File: config.mk
export PLATFORM = sky130hd
export DESIGN_NAME = ttc_trigger_control
export DESIGN_NICKNAME = d
export VERILOG_FILES = /design/src/inc/ttc_pkg.sv /design/src/ttc_trigger_control.sv
export SDC_FILE = /design/constraint.sdc
export NUM_CORES = 1
export LEC_CHECK = 0
export ABC_AREA = 1
export BUFFER_PORTS_ARGS = -buffer_cell sky130_fd_sc_hd__buf_2
export CAP_MARGIN = 20
export CORE_AREA = 2 2 193 195
export DETAILED_ROUTE_END_ITERATION = 7
export DIE_AREA = 0 0 195 197
export PLACE_DENSITY = 0.75
export SYNTH_ARGS = -nofsm -noshare
export SYNTH_HDL_FRONTEND = slang
export SYNTH_SLANG_ARGS = --single-unit
File: constraint.sdc
create_clock -name mclk -period 4.3 [get_ports mclk]
set_clock_uncertainty 0.05 [all_clocks]
set_input_delay 1.075 -clock mclk [delete_from_list [all_inputs] [get_ports mclk]]
set_output_delay 1.075 -clock mclk [all_outputs]
set_load 0.01 [all_outputs]
File: src/inc/ttc_pkg.sv
// constants, configuration chain layout and state encoding for the trigger control block
package ttc_pkg;
    // channel count: two memory boards of eight channels
    localparam int TTC_BOARDS = 2;
    localparam int TTC_CH_PER_BOARD = 8;
    localparam int TTC_CHANNELS = TTC_BOARDS * TTC_CH_PER_BOARD;

    // configuration chain: ten shift registers
    localparam int TTC_SR_COUNT = 10;
    localparam int TTC_SR_WIDTH = 16;
    localparam int TTC_CFG_W = TTC_SR_COUNT * TTC_SR_WIDTH;
    localparam logic [TTC_CFG_W-1:0] TTC_CFG_RST = '0;

    // field positions in the chain
    localparam int F_ARM_VAL = 0;
    localparam int F_ARM_CARE = 16;
    localparam int F_TRG_VAL = 32;
    localparam int F_TRG_CARE = 48;
    localparam int F_GLITCH = 64;
    localparam int F_SRC_SEL = 80;
    localparam int F_ARM_FLT = 96;
    localparam int F_TRG_FLT = 100;
    localparam int F_ARM_LINK = 104;
    localparam int F_TRG_LINK = 107;
    localparam int F_DLY_MODE = 110;
    localparam int F_DLY_CNT = 112;
    localparam int F_DLY_ARMS = 126;
    localparam int F_RATE = 127;
    localparam int F_DIV = 130;
    localparam int F_EXT_EDGE = 132;
    localparam int F_POST = 134;
    localparam int FLT_W = 4;
    localparam int LINK_W = 3;
    localparam int DLY_W = 14;
    localparam int RATE_W = 3;
    localparam int DIV_W = 2;
    localparam int POST_W = 10;

    // post-trigger counter terminal value
    localparam logic [POST_W-1:0] TTC_POST_TERMINAL = 10'h3e8;

    // processor port decode: six address bits, one-of-eight on the low three
    localparam int ADDR_W = 6;
    localparam logic [2:0] DEC_BASE = 3'h5;
    localparam logic [2:0] DEC_PROC_STROBE = 3'h0;
    localparam logic [2:0] DEC_SHIFT_CLOCK = 3'h1;
    localparam logic [2:0] DEC_RESET = 3'h2;
    localparam logic [2:0] DEC_STATUS = 3'h3;
    localparam logic [2:0] DEC_START = 3'h4;

    // clock figures
    localparam int MCLK_MHZ = 125;
    localparam int OSC_MHZ = 200;
    localparam int EXT_MAX_MHZ = 75;
    localparam int INT_MIN_PERIOD_NS = 5;
    localparam int INT_MAX_PERIOD_MS = 50;
    localparam int PRESCALE_W = 20;
    localparam logic [PRESCALE_W-1:0] FIRST_STAGE_DIV = 20'h00002;
    localparam int DECADE_STAGES = 4;

    // external clock edge select
    localparam logic [1:0] EDGE_RISE = 2'h1;
    localparam logic [1:0] EDGE_FALL = 2'h2;

    typedef enum logic [2:0] {
        TTC_IDLE = 3'b000,
        TTC_ARM_WAIT = 3'b001,
        TTC_DELAY = 3'b010,
        TTC_TRIG_WAIT = 3'b011,
        TTC_POST = 3'b100,
        TTC_HALT = 3'b101
    } ttc_state_e;
endpackage

File: src/ttc_trigger_control.sv
// trigger, filter, sequencer and sample clock control for the timing analyzer
`timescale 1ns/1ps
module ttc_trigger_control
    import ttc_pkg::*;
#(
    parameter int CHANNELS = TTC_CHANNELS
) (
    input wire logic mclk,
    input wire logic sys_rst,
    input wire logic [ADDR_W-1:0] proc_addr,
    input wire logic serial_config_bit,
    input wire logic halt_set_bit,
    input wire logic proc_wr,
    input wire logic proc_rd,
    output logic [7:0] proc_rd_data,
    input wire logic [CHANNELS-1:0] probe_data,
    input wire logic [CHANNELS-1:0] waveform_sample_bit,
    input wire logic ext_sample_clock,
    input wire logic state_link_in,
    input wire logic waveform_link_in,
    input wire logic external_link_in,
    output logic [CHANNELS-1:0] arm_bit_sel_one_n,
    output logic [CHANNELS-1:0] arm_bit_sel_zero_n,
    output logic [CHANNELS-1:0] trig_bit_sel_one_n,
    output logic [CHANNELS-1:0] trig_bit_sel_zero_n,
    output logic arm_word_match_n,
    output logic trig_word_match_n,
    output logic [CHANNELS-1:0] storage_bus_bit,
    output logic storage_write,
    output logic post_trigger_enable,
    output logic acquisition_done
);

    // per-bit comparator: match when the selected level agrees or bit is don't-care
    function automatic logic bit_match(input logic q, input logic sel_one_n,
                                       input logic sel_zero_n);
        bit_match = (q | sel_one_n) & (~q | sel_zero_n);
    endfunction

    // internal sample period in mclk cycles; decade 0 is the direct oscillator path
    function automatic logic [PRESCALE_W-1:0] sample_period(input logic [RATE_W-1:0] decade,
                                                            input logic [DIV_W-1:0] div);
        logic [PRESCALE_W-1:0] p;
        p = FIRST_STAGE_DIV;
        for (int i = 1; i <= DECADE_STAGES; i++) begin
            if (decade > RATE_W'(i)) begin
                p = PRESCALE_W'(p * 10);
            end
        end
        if (div == 2'h1) begin
            p = PRESCALE_W'(p * 2);
        end else if (div == 2'h2) begin
            p = PRESCALE_W'(p * 5);
        end
        sample_period = p;
    endfunction

    // filter step: reload while the condition is absent, count down while present
    function automatic logic [FLT_W:0] filter_step(input logic cond, input logic [FLT_W-1:0] len,
                                                   input logic [FLT_W-1:0] cnt);
        logic fire;
        logic [FLT_W-1:0] nxt;
        fire = 1'b0;
        nxt = len;
        if (cond) begin
            fire = (cnt <= 4'h1);
            nxt = (cnt == 4'h0) ? cnt : cnt - 4'h1;
        end
        filter_step = {fire, nxt};
    endfunction

    // ---------------- processor port decode ----------------
    wire logic block_hit = (proc_addr[ADDR_W-1:3] == DEC_BASE);
    wire logic dec_proc_strobe = proc_wr & block_hit & (proc_addr[2:0] == DEC_PROC_STROBE);
    wire logic dec_shift = proc_wr & block_hit & (proc_addr[2:0] == DEC_SHIFT_CLOCK);
    wire logic dec_reset = proc_wr & block_hit & (proc_addr[2:0] == DEC_RESET);
    wire logic dec_start = proc_wr & block_hit & (proc_addr[2:0] == DEC_START);
    wire logic status_read_enable = proc_rd & block_hit & (proc_addr[2:0] == DEC_STATUS);

    // ---------------- configuration chain ----------------
    logic [TTC_CFG_W-1:0] cfg_q;
    logic [TTC_CFG_W-1:0] cfg_d;
    // new bit enters at the top; after the full load the first bit sits at position 0
    assign cfg_d = dec_reset ? TTC_CFG_RST :
                   dec_shift ? {serial_config_bit, cfg_q[TTC_CFG_W-1:1]} : cfg_q;

    always_ff @(posedge mclk) begin
        if (sys_rst) begin
            cfg_q <= TTC_CFG_RST;
        end else begin
            cfg_q <= cfg_d;
        end
    end

    wire logic [CHANNELS-1:0] arm_val = cfg_q[F_ARM_VAL +: CHANNELS];
    wire logic [CHANNELS-1:0] arm_care = cfg_q[F_ARM_CARE +: CHANNELS];
    wire logic [CHANNELS-1:0] trg_val = cfg_q[F_TRG_VAL +: CHANNELS];
    wire logic [CHANNELS-1:0] trg_care = cfg_q[F_TRG_CARE +: CHANNELS];
    wire logic [CHANNELS-1:0] glitch_mode = cfg_q[F_GLITCH +: CHANNELS];
    wire logic [CHANNELS-1:0] sample_source_select = cfg_q[F_SRC_SEL +: CHANNELS];
    wire logic [FLT_W-1:0] arm_flt_len = cfg_q[F_ARM_FLT +: FLT_W];
    wire logic [FLT_W-1:0] trg_flt_len = cfg_q[F_TRG_FLT +: FLT_W];
    wire logic [LINK_W-1:0] arm_link_req = cfg_q[F_ARM_LINK +: LINK_W];
    wire logic [LINK_W-1:0] trg_link_req = cfg_q[F_TRG_LINK +: LINK_W];
    wire logic [1:0] dly_mode = cfg_q[F_DLY_MODE +: 2];
    wire logic [DLY_W-1:0] dly_value = cfg_q[F_DLY_CNT +: DLY_W];
    wire logic dly_by_arms = cfg_q[F_DLY_ARMS];
    wire logic [RATE_W-1:0] rate_sel = cfg_q[F_RATE +: RATE_W];
    wire logic [DIV_W-1:0] div_sel = cfg_q[F_DIV +: DIV_W];
    wire logic [1:0] ext_edge = cfg_q[F_EXT_EDGE +: 2];
    wire logic [POST_W-1:0] post_value = cfg_q[F_POST +: POST_W];

    // select pairs: value 1 pulls select-one low, value 0 pulls select-zero low
    wire logic [CHANNELS-1:0] arm_one_n_d = ~(arm_care & arm_val);
    wire logic [CHANNELS-1:0] arm_zero_n_d = ~(arm_care & ~arm_val);
    wire logic [CHANNELS-1:0] trg_one_n_d = ~(trg_care & trg_val);
    wire logic [CHANNELS-1:0] trg_zero_n_d = ~(trg_care & ~trg_val);

    // ---------------- input synchronisers ----------------
    logic [CHANNELS-1:0] probe_s1_q;
    logic [CHANNELS-1:0] probe_s2_q;
    logic [CHANNELS-1:0] wave_s1_q;
    logic [CHANNELS-1:0] wave_s2_q;
    logic [3:0] misc_s1_q;
    logic [3:0] misc_s2_q;
    logic ext_prev_q;

    always_ff @(posedge mclk) begin
        if (sys_rst) begin
            probe_s1_q <= '0;
            probe_s2_q <= '0;
            wave_s1_q <= '0;
            wave_s2_q <= '0;
            misc_s1_q <= 4'h0;
            misc_s2_q <= 4'h0;
            ext_prev_q <= 1'b0;
        end else begin
            probe_s1_q <= probe_data;
            probe_s2_q <= probe_s1_q;
            wave_s1_q <= waveform_sample_bit;
            wave_s2_q <= wave_s1_q;
            misc_s1_q <= {ext_sample_clock, external_link_in, waveform_link_in, state_link_in};
            misc_s2_q <= misc_s1_q;
            ext_prev_q <= misc_s2_q[3];
        end
    end

    wire logic [LINK_W-1:0] link_in = misc_s2_q[2:0];
    wire logic ext_clk_s = misc_s2_q[3];

    // ---------------- sample clock selection ----------------
    logic [PRESCALE_W-1:0] div_cnt_q;
    logic [PRESCALE_W-1:0] div_cnt_d;
    ttc_state_e state_q;
    ttc_state_e state_d;

    wire logic halted = (state_q == TTC_HALT);
    wire logic [PRESCALE_W-1:0] int_period = sample_period(rate_sel, div_sel);
    // rate code zero takes every mclk cycle with no divider in the path
    wire logic int_tick = (rate_sel == '0) ? 1'b1 : (div_cnt_q == '0);
    assign div_cnt_d = (rate_sel == '0 || div_cnt_q == '0) ?
                       int_period - PRESCALE_W'(1) : div_cnt_q - PRESCALE_W'(1);
    // external edges are seen at mclk resolution, so rates near half mclk may be missed
    wire logic ext_rise = ext_clk_s & ~ext_prev_q;
    wire logic ext_fall = ~ext_clk_s & ext_prev_q;
    wire logic use_ext = (ext_edge != 2'h0);
    wire logic ext_tick = (ext_edge[0] & ext_rise) | (ext_edge[1] & ext_fall);
    wire logic sample_tick = ~halted & (use_ext ? ext_tick : int_tick);

    always_ff @(posedge mclk) begin
        if (sys_rst) begin
            div_cnt_q <= '0;
        end else begin
            div_cnt_q <= div_cnt_d;
        end
    end

    // ---------------- data capture and glitch catch ----------------
    logic [CHANNELS-1:0] sample_q;
    logic [CHANNELS-1:0] last_lvl_q;
    logic [CHANNELS-1:0] pulse_seen_q;
    logic [CHANNELS-1:0] sample_d;
    logic [CHANNELS-1:0] pulse_seen_d;

    // a change of level since the last sample is held so a short pulse still shows
    assign pulse_seen_d = sample_tick ? '0 :
                          pulse_seen_q | (probe_s2_q ^ last_lvl_q);
    assign sample_d = sample_tick ?
                      (probe_s2_q | (glitch_mode & (pulse_seen_q | (probe_s2_q ^ last_lvl_q))))
                      : sample_q;

    always_ff @(posedge mclk) begin
        if (sys_rst) begin
            sample_q <= '0;
            last_lvl_q <= '0;
            pulse_seen_q <= '0;
        end else begin
            sample_q <= sample_d;
            last_lvl_q <= probe_s2_q;
            pulse_seen_q <= pulse_seen_d;
        end
    end

    // ---------------- word comparators ----------------
    logic [CHANNELS-1:0] arm_bit_ok;
    logic [CHANNELS-1:0] trg_bit_ok;

    always_comb begin
        for (int c = 0; c < CHANNELS; c++) begin
            arm_bit_ok[c] = bit_match(sample_q[c], arm_one_n_d[c], arm_zero_n_d[c]);
            trg_bit_ok[c] = bit_match(sample_q[c], trg_one_n_d[c], trg_zero_n_d[c]);
        end
    end

    wire logic arm_word_hit = &arm_bit_ok;
    wire logic trg_word_hit = &trg_bit_ok;

    // ---------------- link stage ----------------
    // each requested link input must also be active; unrequested ones are ignored
    wire logic arm_cond = arm_word_hit & (&(link_in | ~arm_link_req));
    wire logic trg_cond = trg_word_hit & (&(link_in | ~trg_link_req));

    // ---------------- filters ----------------
    logic [FLT_W-1:0] arm_fcnt_q;
    logic [FLT_W-1:0] trg_fcnt_q;
    logic arm_filt_q;
    logic trg_filt_q;
    wire logic [FLT_W:0] arm_step = filter_step(arm_cond, arm_flt_len, arm_fcnt_q);
    wire logic [FLT_W:0] trg_step = filter_step(trg_cond, trg_flt_len, trg_fcnt_q);

    // filters advance only on sample ticks, so a length counts sample periods
    always_ff @(posedge mclk) begin
        if (sys_rst || dec_start) begin
            arm_fcnt_q <= '0;
            trg_fcnt_q <= '0;
            arm_filt_q <= 1'b0;
            trg_filt_q <= 1'b0;
        end else if (sample_tick) begin
            arm_fcnt_q <= arm_step[FLT_W-1:0];
            trg_fcnt_q <= trg_step[FLT_W-1:0];
            arm_filt_q <= arm_step[FLT_W];
            trg_filt_q <= trg_step[FLT_W];
        end
    end

    // ---------------- delay and post counters, sequencer ----------------
    logic [DLY_W-1:0] dly_cnt_q;
    logic [DLY_W-1:0] dly_cnt_d;
    logic [POST_W-1:0] post_cnt_q;
    logic [POST_W-1:0] post_cnt_d;
    logic arm_prev_q;
    logic post_trigger_enable_q;
    logic done_q;

    // by-arms mode steps once per arm that goes true and then false
    wire logic arm_gone = arm_prev_q & ~arm_filt_q;
    wire logic dly_step = dly_by_arms ? (sample_tick & arm_gone) : sample_tick;
    wire logic dly_zero = (dly_cnt_q == '0);
    wire logic allow_before = dly_mode[0] | (dly_mode == 2'h0);
    wire logic allow_after = dly_mode[1] | (dly_mode == 2'h0);
    wire logic trig_take = sample_tick & trg_filt_q &
                           (((state_q == TTC_DELAY) & ~dly_zero & allow_before) |
                            ((state_q == TTC_TRIG_WAIT) & allow_after));
    wire logic post_end = (state_q == TTC_POST) & (post_cnt_q == TTC_POST_TERMINAL);

    always_comb begin
        state_d = state_q;
        dly_cnt_d = dly_cnt_q;
        post_cnt_d = post_cnt_q;
        unique case (state_q)
            TTC_IDLE: begin
            end
            TTC_ARM_WAIT: begin
                dly_cnt_d = dly_value;
                if (sample_tick && arm_filt_q) begin
                    state_d = TTC_DELAY;
                end
            end
            TTC_DELAY: begin
                if (trig_take) begin
                    state_d = TTC_POST;
                end else if (dly_zero) begin
                    state_d = TTC_TRIG_WAIT;
                end else if (dly_step) begin
                    dly_cnt_d = dly_cnt_q - DLY_W'(1);
                end
            end
            TTC_TRIG_WAIT: begin
                if (trig_take) begin
                    state_d = TTC_POST;
                end
            end
            TTC_POST: begin
                if (post_end) begin
                    state_d = TTC_HALT;
                end else if (sample_tick) begin
                    post_cnt_d = post_cnt_q + POST_W'(1);
                end
            end
            TTC_HALT: begin
            end
            default: begin
                state_d = TTC_IDLE;
            end
        endcase
        if (trig_take) begin
            post_cnt_d = TTC_POST_TERMINAL - post_value;
        end
        if (dec_start) begin
            state_d = TTC_ARM_WAIT;
        end
        if (dec_reset) begin
            state_d = TTC_IDLE;
        end
        // a direct halt from the processor overrides every other move
        if (dec_proc_strobe && halt_set_bit) begin
            state_d = TTC_HALT;
        end
    end

    always_ff @(posedge mclk) begin
        if (sys_rst) begin
            state_q <= TTC_IDLE;
            dly_cnt_q <= '0;
            post_cnt_q <= '0;
            arm_prev_q <= 1'b0;
        end else begin
            state_q <= state_d;
            dly_cnt_q <= dly_cnt_d;
            post_cnt_q <= post_cnt_d;
            arm_prev_q <= sample_tick ? arm_filt_q : arm_prev_q;
        end
    end

    // enable and done flags clear only on start or reset, set wins over clear
    always_ff @(posedge mclk) begin
        if (sys_rst) begin
            post_trigger_enable_q <= 1'b0;
            done_q <= 1'b0;
        end else begin
            post_trigger_enable_q <= trig_take | (post_trigger_enable_q & ~dec_start & ~dec_reset);
            done_q <= (state_d == TTC_HALT) | (done_q & ~dec_start & ~dec_reset);
        end
    end

    // ---------------- storage bus and outputs ----------------
    // stored data is taken before the filters, so filter settings never alter it
    wire logic [CHANNELS-1:0] bus_d = (sample_source_select & sample_q) |
                                      (~sample_source_select & wave_s2_q);
    wire logic [7:0] status_word = {4'h0, halted, state_q == TTC_TRIG_WAIT,
                                    state_q == TTC_DELAY,
                                    state_q != TTC_IDLE && state_q != TTC_ARM_WAIT};
    logic tick_d1_q;

    always_ff @(posedge mclk) begin
        if (sys_rst) begin
            arm_bit_sel_one_n <= '1;
            arm_bit_sel_zero_n <= '1;
            trig_bit_sel_one_n <= '1;
            trig_bit_sel_zero_n <= '1;
            arm_word_match_n <= 1'b1;
            trig_word_match_n <= 1'b1;
            storage_bus_bit <= '0;
            storage_write <= 1'b0;
            tick_d1_q <= 1'b0;
            proc_rd_data <= 8'h00;
        end else begin
            arm_bit_sel_one_n <= arm_one_n_d;
            arm_bit_sel_zero_n <= arm_zero_n_d;
            trig_bit_sel_one_n <= trg_one_n_d;
            trig_bit_sel_zero_n <= trg_zero_n_d;
            arm_word_match_n <= ~arm_word_hit;
            trig_word_match_n <= ~trg_word_hit;
            tick_d1_q <= sample_tick;
            storage_write <= tick_d1_q;
            storage_bus_bit <= tick_d1_q ? bus_d : storage_bus_bit;
            proc_rd_data <= status_read_enable ? status_word : 8'h00;
        end
    end

    assign post_trigger_enable = post_trigger_enable_q;
    assign acquisition_done = done_q;

endmodule // ttc_trigger_control
==> reports/summary.txt <==
Net Sw Frac = 0.237
total number of clock tree sinks = 429
layout cells sized above 1 = 0.179
XOR/XNOR Fraction of Synth Area = 0.00776
maximum VDD drop = 0.000350 V
cell count after synthesis = 2453
fin nets = 2742
RSZ-0062 raised after global routing = true
clock share of power = 0.448
delay-heaviest family, CP = buffers and inverters
top cells by area, synth = dfxtp_1, nand2_1, a21oi_1, inv_1, o21ai_0
final worst slack = -0.0137 ns
worst r2r src = cfg_q[128]
fmax = 232 MHz
Hold Fails Final Rpt = 0
r2r endpoint = div_cnt_q[19]
worst slack, placed = -0.314 ns
Die X = 195 um
register area share after synthesis = 0.476
Mean Syn Cell Area = 7.36 sq um
R2R Setup Slk = -0.01 ns
grt ovf = 0
Tcrit/Tclk final = 1.00
Top Ports = 141
prevailing post-synth register cell = dfxtp_1
Synth Area in Adders = 0.0351
number of enable flip-flop cells after synthesis = 0
GP Congestion = 0.920
multiplexer area fraction after synthesis = 0
Hold Worst Slack = 0.338 ns
max-slew violations = 0
max reg flops = 160
Pwr Density = 397 mW/mm^2
type of the worst min-delay path = reg -> reg
drt wl/cell = 15.1 um
R2R depth = 29
CTS max path bufs = 3
Synth top area share = 0.476
hold path depth = 2
Comb pwr share = 0.072
Iter 0 DRT Violations = 1504
Largest stage delay, worst path = 0.37 ns
Antenna Cells = 0
clk slew on worst S/H paths = 0.06 ns
CP Class = reg -> reg
CTS buffer count = 43
Largest regs = cfg_q: 160 flops, div_cnt_q: 20 flops
Mapped Area = 0.0180 sq mm
CP Data Arrival Time = 4.71 ns
Synth top cells by count = nand2_1, dfxtp_1, inv_1
final instance area = 0.0219 sq mm
number of synthesized register bits = 429
post-DP HPWL = 32600 um
Worst setup SP type = flip-flop
FP Rows = 70
drt drc = 0
Rel. slew slack = 0.412
Die ar. = 0.0384 sq mm
final core occ = 0.604
via-per-instance ratio = 5.28
synthesis warning total = 0
Pwr Total = 0.00869 W
failing checks = setup timing
first-pass GRT wire length = 76000 um
initial antenna violation count = 0
DRT Pass-1 Iters = 7
area grow syn2layout = 21.3%
maxcap violations = 0
CP most frequent cell = buf_4
ys async rst share = 0
beginning of the worst hold path = probe_s1_q[12]
synth unique cells = 49
worst-path fanout max = 4
CTS H-tree depth = 2
worst hold endpoint = probe_s2_q[12]
IO Port Bufs = 136
# setup viols final = 1
Synth Area in Simple Gates = 0.233
Die Height = 197 um
Total GRT Usage = 0.240
Lkg Pwr = 9.28 nW
clock root cell = clkbuf_16
vias in the first global route = 15.4k
internal power = 0.00663 W
Psw = 0.00206 W
CTS tree = yes
most common cell in the synthesized netlist = nand2_1
area leader, netlist = dfxtp_1
crit end category = flip-flop
Critical-path top delay cell = dfxtp_4
antenna-violating nets left = 0
post-layout min period = 4.31 ns
Core Area = 0.0363 sq mm
via count = 16.6k
Clk Latency, worst-skew pair = 0.55 ns
largest family of logic cells by synthesized area = simple AND/OR/NAND/NOR gates
final wirelength = 47600 um
WP buf/inv = 13
Cell Area, Placed = 0.0196 sq mm
Compound-Gate Fraction of Synth Area = 0.155
WP data required = 4.69 ns
Biggest register = cfg_q
Least-Margin Pin Slew = 0.880 ns
Flop pwr share = 0.480
run status = finished, violations left
largest net degree at the start of global routing = 91
Initial Util = 0.498
[metal layers]
| layer | routed length (um) | share of wire | global-route usage |
|---|---|---|---|
| met1 | 21200 | 0.44 | 0.321 |
| met2 | 22400 | 0.47 | 0.406 |
| met3 | 2900 | 0.061 | 0.0320 |
| met4 | 1160 | 0.024 | 0.0681 |
| met5 | 0 | 0 | 0 |
[final cells by class]
cell class	instances	area, sq um
inverters	339	1290
clock buffers	61	1270
clock inverters	16	218
fillers	3239	14400
repair buffers	242	1510
flip-flops and latches	429	8590
multi-input cells	1589	8420
well taps	468	586
[cell usage in the layout, fill, tap and decap left out, drive strengths merged, types with 2 or more instances in the layout]
cell type	Yosys	routed
nand3	184	184
o211ai	7	7
clkinv	3	11
buf	15	242
and2	2	2
bufinv	0	4
nand2	450	450
nand3b	10	10
or2	9	9
nor4	9	9
nor3	36	36
o22ai	8	8
xnor2	2	2
dfxtp	429	429
clkbuf	85	61
conb	1	5
xor2	14	14
a31oi	16	16
o21a	7	7
a21o	3	3
o21ai	213	213
ha	49	49
nand4	20	20
a21oi	278	278
nor2	256	256
inv	336	340
[worst reg2reg max path, delay by kind of cell, from the launching register on]
family,cells,cell delay (ns)
flops,1,0.37
fa+ha+maj,3,0.77
compound gates,1,0.20
simple gates,12,1.25
buf+inv,13,1.58
[worst max path at each step]
stage | startpoint | endpoint | slack (ns) | cells after the start
final | cfg_q[128] | div_cnt_q[19] | -0.01 | 29
after global routing | cfg_q[128] | div_cnt_q[17] | -0.18 | 28
after CTS | cfg_q[128] | div_cnt_q[19] | 0.002 | 29
after floorplan | cfg_q[128] | div_cnt_q[19] | 0.0006 | 35
after global placement | cfg_q[128] | div_cnt_q[18] | -0.26 | 34
after detailed placement | cfg_q[127] | div_cnt_q[19] | -0.31 | 35
[cell families after synthesis]
kind of cell / after synthesis
other cells: 1
buf+inv: 439
simple gates: 979
flops: 429
fa+ha+maj: 50
xor+xnor: 16
compound gates: 539
[repair_timing]
action | in CTS | in global routing
hold buffers | 0 | 0
buffers inserted | 11 | 6
pin swaps | 17 | 48
gates resized for setup | 55 | 80
gates cloned | 0 | 0
setup endpoints to repair | 10 | 11
[per-stage QoR]
stage                     std cells  TNS (ns)
after floorplan                2457         0
after global placement         3050     -1.63
after detailed placement       3050     -2.31
after CTS                      3138         0
after global routing           3144     -1.16
final                          3144   -0.0137
[power by group through the flow]
stage | registers [W] | clock network, W | logic [W]
after detailed placement | 0.00426 | 0 | 0.000604
after global routing | 0.00418 | 0.00411 | 0.000715
after floorplan | 0.00423 | 0 | 0.000440
final | 0.00417 | 0.00389 | 0.000627
after global placement | 0.00425 | 0 | 0.000580
after CTS | 0.00417 | 0.00394 | 0.000614
No activity file was read; power rests on OpenSTA's default activity.
